[config.mk]
export PLATFORM = sky130hd
export DESIGN_NAME = reset_sources_and_watchdog
export DESIGN_NICKNAME = d
export VERILOG_FILES = /design/src/rst_wdt_pkg.sv /design/src/reset_sources_and_watchdog.sv
export SDC_FILE = /design/constraint.sdc
export NUM_CORES = 1
export LEC_CHECK = 0
export ABC_AREA = 1
export BUFFER_PORTS_ARGS = -buffer_cell sky130_fd_sc_hd__buf_4
export CELL_PAD_IN_SITES_DETAIL_PLACEMENT = 0
export CELL_PAD_IN_SITES_GLOBAL_PLACEMENT = 2
export CORE_ASPECT_RATIO = 1.1
export CORE_MARGIN = 3
export CORE_UTILIZATION = 25
export CTS_CLUSTER_DIAMETER = 50
export CTS_CLUSTER_SIZE = 16
export DETAILED_ROUTE_END_ITERATION = 7
export GPL_TIMING_DRIVEN = 0
export PLACE_DENSITY = 0.76
export SKIP_CTS_REPAIR_TIMING = 1
export SKIP_LAST_GASP = 1
export SYNTH_ARGS = -nofsm -noshare
export SYNTH_HDL_FRONTEND = slang
export SYNTH_SLANG_ARGS = --single-unit
[constraint.sdc]
create_clock -name clk -period 3.65 [get_ports clk]
set_input_delay 0.1825 -clock clk [delete_from_list [all_inputs] [get_ports clk]]
set_output_delay 0.1825 -clock clk [all_outputs]
set_load 0.01 [all_outputs]
[src/rst_wdt_pkg.sv]
// Constants and types shared by the reset and watchdog block
package rst_wdt_pkg;
	// ----------------------------------------
	// Register map (byte addresses)
	// ----------------------------------------
	localparam logic [3:0] CTRL_ADDR = 4'h0;
	localparam logic [3:0] STAT_ADDR = 4'h4;
	// ----------------------------------------
	// Field positions
	// ----------------------------------------
	localparam int UNLOCK_BIT = 4;
	localparam int ENABLE_BIT = 3;
	localparam int SEL_LSB = 0;
	localparam int SEL_W = 3;
	localparam int FLAG_BIT = 3;
	localparam int INRESET_BIT = 0;
	// ----------------------------------------
	// Reset values
	// ----------------------------------------
	localparam logic [2:0] SEL_RST = 3'h0;
	localparam logic FLAG_RST = 1'b0;
	// ----------------------------------------
	// Timing, counter width and bus response codes
	// ----------------------------------------
	localparam int CLK_PERIOD_NS = 10;
	localparam int DROP_FILTER_NS = 2000;
	localparam int DROP_FILTER_CYC =
		(DROP_FILTER_NS + CLK_PERIOD_NS - 1) / CLK_PERIOD_NS;
	localparam logic [2:0] UNLOCK_CYC = 3'h4;
	localparam int WD_OSC_KHZ = 1000;
	localparam int MIN_PERIOD_LOG2 = 14;
	localparam int WDCNT_W = 21;
	localparam logic [1:0] RESP_OKAY = 2'h0;
	localparam logic [1:0] RESP_SLVERR = 2'h2;
	// ----------------------------------------
	// Reset sequencer states
	// ----------------------------------------
	typedef enum logic [1:0] {
		RST_HOLD = 2'b00,
		RST_STRETCH = 2'b01,
		RST_RUN = 2'b10
	} rst_state_e;
endpackage : rst_wdt_pkg

[src/reset_sources_and_watchdog.sv]
// Reset source combiner, start-up stretch and watchdog with AXI4-Lite regs
`timescale 1ns/1ns
module reset_sources_and_watchdog (
	// Clock and bus reset
	input wire logic clk,
	input wire logic rstn,
	// AXI4-Lite write
	input wire logic [3:0] awaddr,
	input wire logic awvalid,
	output logic awready,
	input wire logic [31:0] wdata,
	input wire logic [3:0] wstrb,
	input wire logic wvalid,
	output logic wready,
	output logic [1:0] bresp,
	output logic bvalid,
	input wire logic bready,
	// AXI4-Lite read
	input wire logic [3:0] araddr,
	input wire logic arvalid,
	output logic arready,
	output logic [31:0] rdata,
	output logic [1:0] rresp,
	output logic rvalid,
	input wire logic rready,
	// Detectors, pin and fuses
	input wire logic supplyLow,
	input wire logic extResetN,
	input wire logic dropLow,
	input wire logic [2:0] supplyTripLevelFuse,
	input wire logic alwaysOnFuse,
	input wire logic [15:0] startupDelay,
	// Reference enable conditions
	input wire logic comparatorBandgapSelect,
	input wire logic adcEnable,
	// Watchdog oscillator and kick
	input wire logic wdOscTick,
	input wire logic kick,
	// Results
	output logic chipResetN,
	output logic refEnable,
	output logic dogResetPulse
);
	import rst_wdt_pkg::*;

	// ----------------------------------------
	// Supply-drop filter
	// ----------------------------------------
	// All-ones fuse code means detector off
	logic dropEnabled;
	assign dropEnabled = supplyTripLevelFuse != 3'h7;
	logic [15:0] dropCnt_ff;
	logic dropTrip_ff;
	always_ff @(posedge clk) begin
		if (!rstn || !dropEnabled || !dropLow) begin
			dropCnt_ff <= 16'h0000;
			dropTrip_ff <= 1'b0;
		end else if (dropCnt_ff < 16'(DROP_FILTER_CYC)) begin
			dropCnt_ff <= dropCnt_ff + 16'h0001;
		end else begin
			dropTrip_ff <= 1'b1;
		end
	end

	// ----------------------------------------
	// Reset sequencer
	// ----------------------------------------
	logic srcActive;
	// Pin sampled on clk: a dead clock cannot catch it
	assign srcActive = supplyLow || !extResetN || dropTrip_ff
		|| dogResetPulse;
	rst_state_e state_ff;
	logic [15:0] stretch_ff;
	always_ff @(posedge clk) begin
		if (!rstn) begin
			state_ff <= RST_HOLD;
			stretch_ff <= 16'h0000;
			chipResetN <= 1'b0;
		end else if (srcActive) begin
			state_ff <= RST_HOLD;
			stretch_ff <= 16'h0000;
			chipResetN <= 1'b0;
		end else begin
			case (state_ff)
				RST_HOLD: begin
					state_ff <= RST_STRETCH;
					stretch_ff <= 16'h0000;
				end
				RST_STRETCH: begin
					if (stretch_ff >= startupDelay) begin
						state_ff <= RST_RUN;
						chipResetN <= 1'b1;
					end else begin
						stretch_ff <= stretch_ff + 16'h0001;
					end
				end
				RST_RUN: chipResetN <= 1'b1;
				default: state_ff <= RST_HOLD;
			endcase
		end
	end

	// ----------------------------------------
	// Voltage reference
	// ----------------------------------------
	always_ff @(posedge clk) begin
		if (!rstn) begin
			refEnable <= 1'b0;
		end else begin
			refEnable <= dropEnabled || comparatorBandgapSelect
				|| adcEnable;
		end
	end

	// ----------------------------------------
	// Bus write channel
	// ----------------------------------------
	logic [3:0] wAddr_ff;
	logic [31:0] wData_ff;
	logic [3:0] wStrb_ff;
	logic doWrite;
	assign doWrite = !awready && !wready && !bvalid;
	always_ff @(posedge clk) begin
		if (!rstn) begin
			awready <= 1'b1;
			wready <= 1'b1;
			bvalid <= 1'b0;
			bresp <= RESP_OKAY;
			wAddr_ff <= 4'h0;
			wData_ff <= 32'h00000000;
			wStrb_ff <= 4'h0;
		end else begin
			if (awvalid && awready) begin
				awready <= 1'b0;
				wAddr_ff <= awaddr;
			end
			if (wvalid && wready) begin
				wready <= 1'b0;
				wData_ff <= wdata;
				wStrb_ff <= wstrb;
			end
			if (doWrite) begin
				bvalid <= 1'b1;
				bresp <= (wAddr_ff == CTRL_ADDR || wAddr_ff == STAT_ADDR)
					? RESP_OKAY : RESP_SLVERR;
			end
			if (bvalid && bready) begin
				bvalid <= 1'b0;
				awready <= 1'b1;
				wready <= 1'b1;
			end
		end
	end
	logic ctrlWr;
	logic statWr;
	assign ctrlWr = doWrite && wAddr_ff == CTRL_ADDR && wStrb_ff[0];
	assign statWr = doWrite && wAddr_ff == STAT_ADDR && wStrb_ff[0];
	logic wUnlock;
	logic wEnable;
	logic [2:0] wSel;
	assign wUnlock = wData_ff[UNLOCK_BIT];
	assign wEnable = wData_ff[ENABLE_BIT];
	assign wSel = wData_ff[SEL_LSB +: SEL_W];

	// ----------------------------------------
	// Watchdog control
	// ----------------------------------------
	logic level2;
	assign level2 = alwaysOnFuse;
	logic [2:0] unlockCnt_ff;
	logic unlockOpen;
	assign unlockOpen = unlockCnt_ff != 3'h0;
	logic dogEnable_ff;
	logic [2:0] timeoutSelect_ff;
	always_ff @(posedge clk) begin
		if (!rstn || !chipResetN) begin
			unlockCnt_ff <= 3'h0;
		end else if (ctrlWr && wUnlock && wEnable) begin
			unlockCnt_ff <= UNLOCK_CYC;
		end else if (unlockOpen) begin
			unlockCnt_ff <= unlockCnt_ff - 3'h1;
		end
	end
	always_ff @(posedge clk) begin
		if (!rstn || !chipResetN) begin
			dogEnable_ff <= level2;
			timeoutSelect_ff <= SEL_RST;
		end else if (level2) begin
			dogEnable_ff <= 1'b1;
			if (ctrlWr && !wUnlock && unlockOpen) begin
				timeoutSelect_ff <= wSel;
			end
		end else if (ctrlWr) begin
			if (!wUnlock && unlockOpen) begin
				dogEnable_ff <= wEnable;
				timeoutSelect_ff <= wSel;
			end else if (wEnable) begin
				dogEnable_ff <= 1'b1;
			end
		end
	end

	// ----------------------------------------
	// Watchdog counter
	// ----------------------------------------
	// Oscillator edges arrive as clk-synchronous ticks
	logic [WDCNT_W-1:0] wdCnt_ff;
	logic [WDCNT_W-1:0] wdLast;
	assign wdLast = WDCNT_W'((22'h1 << (MIN_PERIOD_LOG2
		+ int'(timeoutSelect_ff))) - 22'h1);
	logic wdExpire;
	assign wdExpire = dogEnable_ff && wdOscTick && wdCnt_ff == wdLast;
	always_ff @(posedge clk) begin
		if (!rstn || !chipResetN || kick || !dogEnable_ff) begin
			wdCnt_ff <= '0;
		end else if (wdOscTick) begin
			wdCnt_ff <= wdCnt_ff + WDCNT_W'(1);
		end
	end
	always_ff @(posedge clk) begin
		if (!rstn) begin
			dogResetPulse <= 1'b0;
		end else begin
			dogResetPulse <= wdExpire && chipResetN;
		end
	end

	// ----------------------------------------
	// Reset flag
	// ----------------------------------------
	logic dogResetFlag_ff;
	always_ff @(posedge clk) begin
		if (!rstn) begin
			dogResetFlag_ff <= FLAG_RST;
		end else if (dogResetPulse) begin
			dogResetFlag_ff <= 1'b1;
		end else if (supplyLow || (statWr && !wData_ff[FLAG_BIT])) begin
			dogResetFlag_ff <= 1'b0;
		end
	end

	// ----------------------------------------
	// Bus read channel
	// ----------------------------------------
	logic [31:0] ctrlView;
	logic [31:0] statView;
	always_comb begin
		ctrlView = 32'h00000000;
		ctrlView[UNLOCK_BIT] = unlockOpen;
		ctrlView[ENABLE_BIT] = dogEnable_ff || level2;
		ctrlView[SEL_LSB +: SEL_W] = timeoutSelect_ff;
		statView = 32'h00000000;
		statView[FLAG_BIT] = dogResetFlag_ff;
		statView[INRESET_BIT] = !chipResetN;
	end
	always_ff @(posedge clk) begin
		if (!rstn) begin
			arready <= 1'b1;
			rvalid <= 1'b0;
			rdata <= 32'h00000000;
			rresp <= RESP_OKAY;
		end else if (arvalid && arready) begin
			arready <= 1'b0;
			rvalid <= 1'b1;
			rresp <= RESP_OKAY;
			if (araddr == CTRL_ADDR) begin
				rdata <= ctrlView;
			end else if (araddr == STAT_ADDR) begin
				rdata <= statView;
			end else begin
				rdata <= 32'h00000000;
				rresp <= RESP_SLVERR;
			end
		end else if (rvalid && rready) begin
			rvalid <= 1'b0;
			arready <= 1'b1;
		end
	end

	// ----------------------------------------
	// Checks
	// ----------------------------------------
	// Own run length of the drop input, kept apart from the filter
	logic [15:0] lowRun_ff;
	always_ff @(posedge clk) begin
		if (!rstn || !dropLow) begin
			lowRun_ff <= 16'h0000;
		end else if (lowRun_ff != 16'hFFFF) begin
			lowRun_ff <= lowRun_ff + 16'h0001;
		end
	end
endmodule : reset_sources_and_watchdog

==> flow_metrics.tcl, run 1 <==
set metrics [dict create \
    grt_usage 0.1198 \
    maxSlewHeadroom 0.6429 \
    r2r_start "timeoutSelect_ff[1]$_SDFFE_PP0P_" \
    slowest_stage "dfxtp_1" \
    worstPathRequired_ns 3.94 \
    cts_made_buffers 9 \
    crit_type "flop to flop" \
    drive_gt1_frac 0.1501 \
    min_period_over_period 0.5364 \
    ys_ff_latch 89 \
    portBuffers 60 \
    max_cap_violations 0 \
    synth_area_sq_um 4970 \
    final_common_cell "inv_1" \
    cpPeakStageDelay_ns 0.43 \
    dieWidth_um 140.4 \
    synth.largest_area_cell "dfxtp_1" \
    peakVddDrop_mv 0.2313 \
    crit_chain "inv_1, ha_1, nand2_1, a21oi_1, xor2_1, nand2_1, nor3_1, nand3_1, nor2_1" \
    drv_slew 0 \
    most-common-layout-cells "inv_1, nor2_1, nand2_1" \
    crit_path_frequent_cell "nand2_1" \
    postRouteAntennaNets 0 \
    grt_pass1_vias 4244 \
    synth_top_area_share 0.3545 \
    cp-start-kind "flop" \
    num-nets-final 908 \
    dpl_worst_slack_ns 1.663 \
    htree_levels 3 \
    postSynthCellCount 702 \
    start_util 0.2575 \
    viasPerCell 4.202 \
    synth-edff-count 1 \
    die_h_um 153.9 \
    grt-ovfl-total 0 \
    worst_pin_slew_ns 0.5308 \
    place_area_sq_um 5834 \
    synth_warnings 0 \
    syn_to_final_growth_pct 23.87 \
    outcome "finished clean" \
    finalHoldViolCount 0 \
    die_area_sq_um 21610 \
    path_buf_inv 1 \
    synthFlopType "dfxtp_1" \
    yosys-top-cells-area "dfxtp_1, inv_1, ha_1" \
    clock_path_buffers 2 \
    hpwlAfterDp_um 10110 \
    min_from "awvalid" \
    power.leakage_nw 2.687 \
    rr_worst_depth 9 \
    hold_slack_ns 0.02551 \
    clockRootBuffer "clkbuf_16" \
    core_area_sq_um 19300 \
    rrSetupSlack_ns 1.69 \
    synth_cell_types 41 \
    drtIter0Drc 136 \
    dr_total_vias 4425 \
    holdPathStages 2 \
    drc_errors 0 \
    cts_tree "yes" \
    avgSynthCellArea_sq_um 7.079 \
    antenna_found_initial 0 \
    num_rows 53 \
    drt_pre_antenna_iters 4 \
    p_per_area_nw_per_um2 361.1 \
    wire_per_inst_um 12.18 \
    drt_wl_total_um 12830 \
    rsz0062_at_grt "no" \
    timing.setup.tns_ns 0 \
    fin_ws_ns 1.692 \
    grt_max_degree 15 \
    gp_congestion 0.7722 \
    finalSetupViolCount 0 \
    io_pins 122 \
    max_clock_freq_mhz 510.7 \
    power.total_w 0.002223 \
    grt_pass1_wl_um 20890 \
    arrival_ns 2.24 \
    finalClockSkew_ns 0.009262 \
    clk_pin_slew_ns 0.06 \
    critPathTopFamily "simple AND/OR/NAND/NOR gates" \
    hold_end "awready$_SDFFE_PP1P_" \
    clkSinkCount 89 \
    stdcell_area_sq_um 6156 \
    antenna_cells 0 \
    crit_path_end_kind "flop" \
    yosysSeqAreaShare 0.3605 \
    async_flop_share 0 \
    fin_crit_ns 1.958 \
    clk_latency_ns 0.34 \
    cp_max_fo 7 \
    r2r_end "dogResetPulse$_SDFF_PN0_" \
    worstHoldPathType "input port to flop" \
]
cell type report:
type,instances,area (sq um)
Buffer,39,272.8
Clock buffer,11,242.7
Clock inverter,5,78.83
Fill cell,2142,13140
Inverter,116,435.4
Multi-Input combinational cell,486,2575
Sequential cell,89,1792
Tap cell,247,309.0
Timing Repair Buffer,60,450.4
through the flow:
stage	util	std cells
2_1_floorplan	-	730
3_3_place_gp	0.3023	1037
3_5_place_dp	0.3023	1037
4_1_cts	0.3190	1053
5_1_grt	0.3190	1053
6_report	0.3190	1053
synthesized netlist by cell type (all sizes together) (4+ instances only):
| cell | instances |
|---|---|
| clkbuf | 6 |
| nand2 | 95 |
| nor4 | 4 |
| o21ai | 44 |
| a21oi | 59 |
| ha | 29 |
| nor2 | 96 |
| dfxtp | 88 |
| nand4 | 15 |
| inv | 115 |
| nor3 | 19 |
| xor2 | 17 |
| buf | 33 |
| nand3 | 53 |
cells by family (layout without fill, tap and decap cells):
logic type	Yosys count	count (layout)	share of synthesized area
XOR/XNOR	20	20	0.03525
buffers and inverters	155	231	0.1425
adder cells (fa/ha/maj)	29	29	0.07301
flip-flops	89	89	0.3605
other	1	29	0.0007546
AND/OR/NAND/NOR	287	287	0.2571
AO/OA/AOI/OAI	121	121	0.1309
sequential cells by signal, summed over array words and instances (netlist names), 2 cells and up:
name              cells
unlockCnt_ff          3
stretch_ff           16
state_ff              2
wAddr_ff              4
wdCnt_ff             21
rdata                 5
wData_ff              5
timeoutSelect_ff      3
dropCnt_ff           16
power breakdown:
part           total, W  internal [W]  switching [W]  leakage [nW]
sequential      0.00101      0.000993      0.0000135         0.724
clock           0.00102      0.000618       0.000400         0.159
combinational  0.000199     0.0000922       0.000107          1.80
total           0.00222       0.00170       0.000520          2.69
worst max-delay path by stage:
stage / start / endpoint / slack, ns / depth (start not counted)
finish: timeoutSelect_ff[1]$_SDFFE_PP0P_ / dogResetPulse$_SDFF_PN0_ / 1.69 / 9
global route: stretch_ff[7]$_SDFFE_PP0P_ / stretch_ff[15]$_SDFFE_PP0P_ / 1.50 / 12
CTS: stretch_ff[7]$_SDFFE_PP0P_ / stretch_ff[7]$_SDFFE_PP0P_ / 1.64 / 12
detailed placement: stretch_ff[7]$_SDFFE_PP0P_ / stretch_ff[7]$_SDFFE_PP0P_ / 1.66 / 12
global placement: stretch_ff[7]$_SDFFE_PP0P_ / stretch_ff[8]$_SDFFE_PP0P_ / 1.69 / 12
floorplan: timeoutSelect_ff[1]$_SDFFE_PP0P_ / dogResetPulse$_SDFF_PN0_ / 1.99 / 10
routing by layer:
layer	vias up	share of wire	wire length, um	GRT usage
met2	68	0.46	5901	0.1943
met5	-	0	0	0
met4	0	0.013	170	0.04153
met1	1931	0.49	6236	0.1584
met3	11	0.040	518	0.02426
li1	2415	-	-	-
worst reg2reg max path, delay by kind of cell, from the launching register on:
kind	cells	cell delay (ns)
AO/OA/AOI/OAI	1	0.18
XOR/XNOR	1	0.15
adder cells (fa/ha/maj)	1	0.42
buffers and inverters	1	0.16
flip-flops	1	0.43
AND/OR/NAND/NOR	5	0.56
Note: power is estimated with default switching activity, not from simulation.
==> run 2, diff against run 1 <==
--- a/config.mk
+++ b/config.mk
@@ -5,7 +5,7 @@
 export SDC_FILE = /design/constraint.sdc
 export NUM_CORES = 1
 export LEC_CHECK = 0
-export ABC_AREA = 1
+export ABC_AREA = 0
 export BUFFER_PORTS_ARGS = -buffer_cell sky130_fd_sc_hd__buf_4
 export CELL_PAD_IN_SITES_DETAIL_PLACEMENT = 0
 export CELL_PAD_IN_SITES_GLOBAL_PLACEMENT = 2
@@ -16,7 +16,7 @@
 export CTS_CLUSTER_SIZE = 16
 export DETAILED_ROUTE_END_ITERATION = 7
 export GPL_TIMING_DRIVEN = 0
-export PLACE_DENSITY = 0.76
+export PLACE_DENSITY = 0.75
 export SKIP_CTS_REPAIR_TIMING = 1
 export SKIP_LAST_GASP = 1
 export SYNTH_ARGS = -nofsm -noshare
==> constraint.sdc (replaced) <==
create_clock -name clk -period 1.7 [get_ports clk]
set_input_delay 0.085 -clock clk [delete_from_list [all_inputs] [get_ports clk]]
set_output_delay 0.085 -clock clk [all_outputs]
set_load 0.01 [all_outputs]
==> run 2 against run 1 <==
Compared with the run above: the run now ends with setup timing left; worst setup slack worse by 2.2 ns; utilization up 2.8 points; cell count down 12%; clock-buffer cell count unchanged; area after synthesis down 2.0%; via count down 5.6%; clock power up 110%; routed wire length down 8.8%; clock skew down 0.0022 ns; power up 110%; critical endpoint is now stretch_ff[13]$_SDFFE_PP0P_; highest routed layer unchanged.
==> flow_metrics.tcl, run 2 <==
set metrics [dict create \
    finalHoldViolCount 0 \
    largest_register_ffs 21 \
    p_per_area_nw_per_um2 728.9 \
    synth_area_sq_um 4871 \
    clockRootBuffer "clkbuf_16" \
    viasPerCell 4.488 \
    antenna_found_initial 0 \
    seq_area_sq_um 1819 \
    pwr-share-comb 0.089 \
    start_util 0.2599 \
    yosysSeqAreaShare 0.3678 \
    crit_type "flop to flop" \
    maxSlewHeadroom 0.6653 \
    avgSynthCellArea_sq_um 8.545 \
    worst_pin_slew_ns 0.4895 \
    async_flop_share 0 \
    min_period_over_period 1.288 \
    die_h_um 152.4 \
    clk_pin_slew_ns 0.07 \
    drive_gt1_frac 0.2892 \
    grt-ovfl-total 0 \
    grt_usage 0.1054 \
    power.leakage_nw 2.619 \
    drt_pre_antenna_iters 4 \
    finalSetupViolCount 24 \
    max_flop_register "wdCnt_ff" \
    rsz0062_at_grt "yes" \
    fin_crit_ns 2.189 \
    netSwitchingFraction 0.2250 \
    clk_latency_ns 0.34 \
    drt_wl_total_um 11690 \
    syn_to_final_growth_pct 33.32 \
    final_util 0.3466 \
    muxShareOfSynthArea 0.01849 \
    post-synth-top-count-cell "dfxtp_1" \
    cp_max_fo 6 \
    crit_path_end_kind "flop" \
    synth_compound_area_frac 0.1341 \
    portBuffers 60 \
    worstPathRequired_ns 1.96 \
    seq_power_share 0.455 \
    antenna_cells 0 \
    timing.setup.tns_ns -8.234 \
    clock_path_buffers 2 \
    num-nets-final 790 \
    synth-edff-count 1 \
    p_int_w 0.003668 \
    max_clock_freq_mhz 456.9 \
    yosys-top-cells-area "dfxtp_1, ha_1, buf_4" \
    synthXorXnorAreaFrac 0.05394 \
    dpl_worst_slack_ns -0.7492 \
    postSynthCellCount 570 \
    drtIter0Drc 128 \
    switching_power_w 0.001065 \
    dr_total_vias 4178 \
    final_common_cell "buf_4" \
    fillerInstances 1943 \
    clkSinkCount 89 \
    num_rows 52 \
    synthSimpleGateAreaFrac 0.2618 \
    synth_top_family_by_area "simple AND/OR/NAND/NOR gates" \
    most-common-layout-cells "buf_4, dfxtp_1, nor2_1" \
    gp_congestion 0.7498 \
    peakVddDrop_mv 0.4241 \
    postRouteAntennaNets 0 \
    grt_pass1_vias 4020 \
    die_area_sq_um 21200 \
    max_cap_violations 0 \
    grt_pass1_wl_um 18750 \
    drv_slew 0 \
    synth_top_area_share 0.3617 \
    drc_errors 0 \
    outcome "finished with violations" \
    dieWidth_um 139.1 \
    largestRegisters "wdCnt_ff: 21 flops, dropCnt_ff: 16 flops, stretch_ff: 16 flops" \
    io_pins 122 \
    cts_made_buffers 9 \
    synth_cell_types 58 \
    core_area_sq_um 18740 \
    htree_levels 3 \
    grt_max_degree 15 \
    synthAdderAreaFrac 0.07449 \
    violations "setup timing" \
    cp-start-kind "flop" \
    multi_input_area_sq_um 3018 \
    cts_tree "yes" \
    finalClockSkew_ns 0.007075 \
    hpwlAfterDp_um 8882 \
    worstHoldPathType "input port to flop" \
    synthFlopType "dfxtp_1" \
    arrival_ns 2.45 \
    yosys-top-cells-count "dfxtp_1, nand2_1, nor2_1" \
    ys_ff_latch 89 \
    synth.largest_area_cell "dfxtp_1" \
    wire_per_inst_um 12.56 \
    synth_warnings 0 \
    p_clk_frac 0.456 \
    fin_ws_ns -0.4889 \
    hold_slack_ns 0.02006 \
]
[run 2: per-stage QoR]
stage | instances | total power, W | area, sq um
finish | 931 | 0.004733 | 6494
global route | 931 | 0.004927 | 6494
CTS | 917 | 0.004762 | 6116
detailed placement | 901 | 0.002590 | 5794
global placement | 901 | 0.002584 | 5794
floorplan | 598 | 0.002430 | 5040
[run 2: final timing paths]
path,slack [ns],end,start,depth (start not counted)
max,-0.49,stretch_ff[13]$_SDFFE_PP0P_,stretch_ff[1]$_SDFFE_PP0P_,7
min,0.02,wAddr_ff[3]$_SDFFE_PN0P_,awaddr[3],3
max reg2reg,-0.49,stretch_ff[13]$_SDFFE_PP0P_,stretch_ff[1]$_SDFFE_PP0P_,7
min reg2reg,0.46,dropTrip_ff$_SDFFE_PP0P_,dropTrip_ff$_SDFFE_PP0P_,2
[run 2: cell type report]
| cell class | instances | share of cell area |
|---|---|---|
| Multi-Input combinational cell | 433 | 0.4647 |
| Clock inverter | 5 | 0.01214 |
| Buffer | 41 | 0.04624 |
| Timing Repair Buffer | 79 | 0.09441 |
| Clock buffer | 11 | 0.03738 |
| Inverter | 30 | 0.01811 |
| Sequential cell | 89 | 0.2802 |
| Tap cell | 243 | 0.04682 |
[run 2: kinds of logic after synthesis]
logic type / Yosys count
muxes: 9
other: 1
xor gates and xnor gates: 30
and+or+nand+nor: 236
adders and majority gates: 29
DFF: 89
AOI/OAI and AO/OA: 100
buffers and inverters: 76
[run 2: per-layer routing]
layer	GRT usage	vias up	part of all wire
li1	-	2156	-
met5	0	-	0
met4	0.04334	0	0.019
met2	0.1807	80	0.48
met3	0.02448	12	0.048
met1	0.1269	1930	0.45
[run 2: power by group through the flow]
stage	registers (W)	logic [W]	clock network [W]
floorplan	0.00220	0.000229	0
global placement	0.00220	0.000384	0
detailed placement	0.00220	0.000389	0
CTS	0.00215	0.000390	0.00222
global route	0.00216	0.000472	0.00230
finish	0.00215	0.000424	0.00216
[run 2: critical path, cell delays in order, from the launching register on]
cell	delay, ns
dfxtp_4	0.37
ha_4	0.21
nor2b_4	0.12
o211a_4	0.24
o311ai_4	0.39
nand3_4	0.16
or4_1	0.48
a21oi_1	0.13
==> run 3, diff against run 2 <==
--- a/config.mk
+++ b/config.mk
@@ -15,8 +15,9 @@
 export CTS_CLUSTER_DIAMETER = 50
 export CTS_CLUSTER_SIZE = 16
 export DETAILED_ROUTE_END_ITERATION = 7
+export GPL_ROUTABILITY_DRIVEN = 1
 export GPL_TIMING_DRIVEN = 0
-export PLACE_DENSITY = 0.75
+export PLACE_DENSITY_LB_ADDON = 0.1
 export SKIP_CTS_REPAIR_TIMING = 1
 export SKIP_LAST_GASP = 1
 export SYNTH_ARGS = -nofsm -noshare
==> run 3 against run 2 <==
Compared with the run above: worst hold slack got worse by 0.0061 ns; die area unchanged; the flow still finishes with violations (setup timing); clock power increased by 9%; global-route usage increased by 0.96 points; maximum frequency increased by 0.12%; largest cell class unchanged; final area increased by 0.29%; sequential power about the same.
==> flow_metrics.tcl, run 3 (synthesis gave the netlist of run 2 again) <==
set metrics [dict create \
    stdcell_area_sq_um 6513 \
    grt-ovfl-total 0 \
    grt_util_met2 0.1838 \
    drive_gt1_frac 0.2793 \
    crit_path_end_kind "flop" \
    clockRootBuffer "clkbuf_16" \
    drt_pre_antenna_iters 4 \
    cts_tree "yes" \
    postRouteAntennaNets 0 \
    drc_errors 0 \
    grt_pass1_wl_um 20160 \
    antenna_cells 0 \
    finalClockSkew_ns 0.009990 \
    cp-start-kind "flop" \
    num_rows 52 \
    busiest_layer "met2" \
    finalHoldViolCount 0 \
    htree_levels 3 \
    arrival_ns 2.43 \
    clock_path_buffers 2 \
    clkSinkCount 89 \
    cp_max_fo 10 \
    gp_congestion 0.7503 \
    final_common_cell "buf_4" \
    io_pins 122 \
    drtIter0Drc 91 \
    antenna_found_initial 0 \
    peakVddDrop_mv 0.5300 \
    place_area_sq_um 5794 \
    p_per_area_nw_per_um2 757.0 \
    min_period_over_period 1.286 \
    die_area_sq_um 21200 \
    finalSetupViolCount 24 \
    fin_ws_ns -0.4861 \
    viasPerCell 4.469 \
    power.leakage_nw 2.668 \
    max_cap_violations 0 \
    max_flop_register "wdCnt_ff" \
    clk_latency_ns 0.34 \
    largestRegisters "wdCnt_ff: 21 flops, dropCnt_ff: 16 flops, stretch_ff: 16 flops" \
    grt_max_degree 16 \
    most-common-layout-cells "buf_4, dfxtp_1, nor2_1" \
    clk_pin_slew_ns 0.07 \
    max_clock_freq_mhz 457.4 \
    hpwlAfterDp_um 9153 \
    syn_to_final_growth_pct 33.70 \
    die_h_um 152.4 \
    timing.setup.tns_ns -8.194 \
    grt_usage 0.1150 \
    violations "setup timing" \
    largest_register_ffs 21 \
    drt_wl_total_um 12140 \
    rsz0062_at_grt "yes" \
    met1_usage 0.1497 \
    worstPathRequired_ns 1.94 \
    worstHoldPathType "input port to flop" \
    num-nets-final 793 \
    dr_total_vias 4174 \
    outcome "finished with violations" \
    fin_crit_ns 2.186 \
    core_area_sq_um 18740 \
    rrSetupSlack_ns -0.49 \
    met3_usage 0.03358 \
    start_util 0.2599 \
    portBuffers 60 \
    dieWidth_um 139.1 \
    cts_made_buffers 9 \
    wire_per_inst_um 13.00 \
    crit_type "flop to flop" \
    grt_pass1_vias 4045 \
    drv_slew 0 \
]
-- run 3: cell count changes in the layout (fill, tap and decap cells not counted), moves of 4 or more --
cell,delta
buf_6,-6
buf_4,+9
dfxtp_1,+4
dfxtp_2,-4
-- run 3: power by group --
group          total, W  switching (W)  internal, W
sequential      0.00215      0.0000340      0.00212
clock           0.00235       0.000869      0.00148
combinational  0.000425       0.000200     0.000225
-- run 3: per-stage QoR --
stage	util	power [W]	instances	hold slack (ns)	worst slack [ns]
after global placement	0.3092	0.002590	901	0.3033	-0.7887
after floorplan	-	0.002430	598	0.1778	-0.3106
after CTS	0.3281	0.004992	917	-0.05542	-0.8226
after global routing	0.3476	0.005169	934	0.01448	-0.5518
after detailed placement	0.3092	0.002594	901	0.3107	-0.8185
final	0.3476	0.004930	934	0.01394	-0.4861
-- run 3: path summary, 6_finish.rpt --
| check | to | depth (start not counted) | start |
|---|---|---|---|
| max reg2reg | stretch_ff[11]$_SDFFE_PP0P_ | 8 | stretch_ff[1]$_SDFFE_PP0P_ |
| min | wStrb_ff[0]$_SDFFE_PN0P_ | 3 | wstrb[0] |
| min reg2reg | dropCnt_ff[12]$_SDFFE_PP0N_ | 1 | dropCnt_ff[12]$_SDFFE_PP0N_ |
| max | stretch_ff[11]$_SDFFE_PP0P_ | 8 | stretch_ff[1]$_SDFFE_PP0P_ |
-- run 3: per-layer routing --
metal  vias to the layer above  part of all wire
li1                       2174                 -
met1                      1920              0.47
met2                        71              0.48
met3                         9             0.045
met4                         0             0.010
met5                         -                 0
-- run 3: final cells by class --
class | count | area [sq um]
Sequential cell | 89 | 1814
Multi-Input combinational cell | 433 | 2987
Buffer | 40 | 304.0
Clock buffer | 10 | 239.0
Timing Repair Buffer | 83 | 630.6
Tap cell | 243 | 304.0
Inverter | 30 | 120.1
Fill cell | 1975 | 12230
Clock inverter | 6 | 113.9
-- run 3: critical path: stages, from the launching register on --
cell      delay [ns]
dfxtp_4         0.37
ha_4            0.24
nor2b_4         0.12
o211a_4         0.24
o311a_4         0.39
nor3_4          0.23
buf_6           0.18
a21oi_1         0.07
a211oi_1        0.24
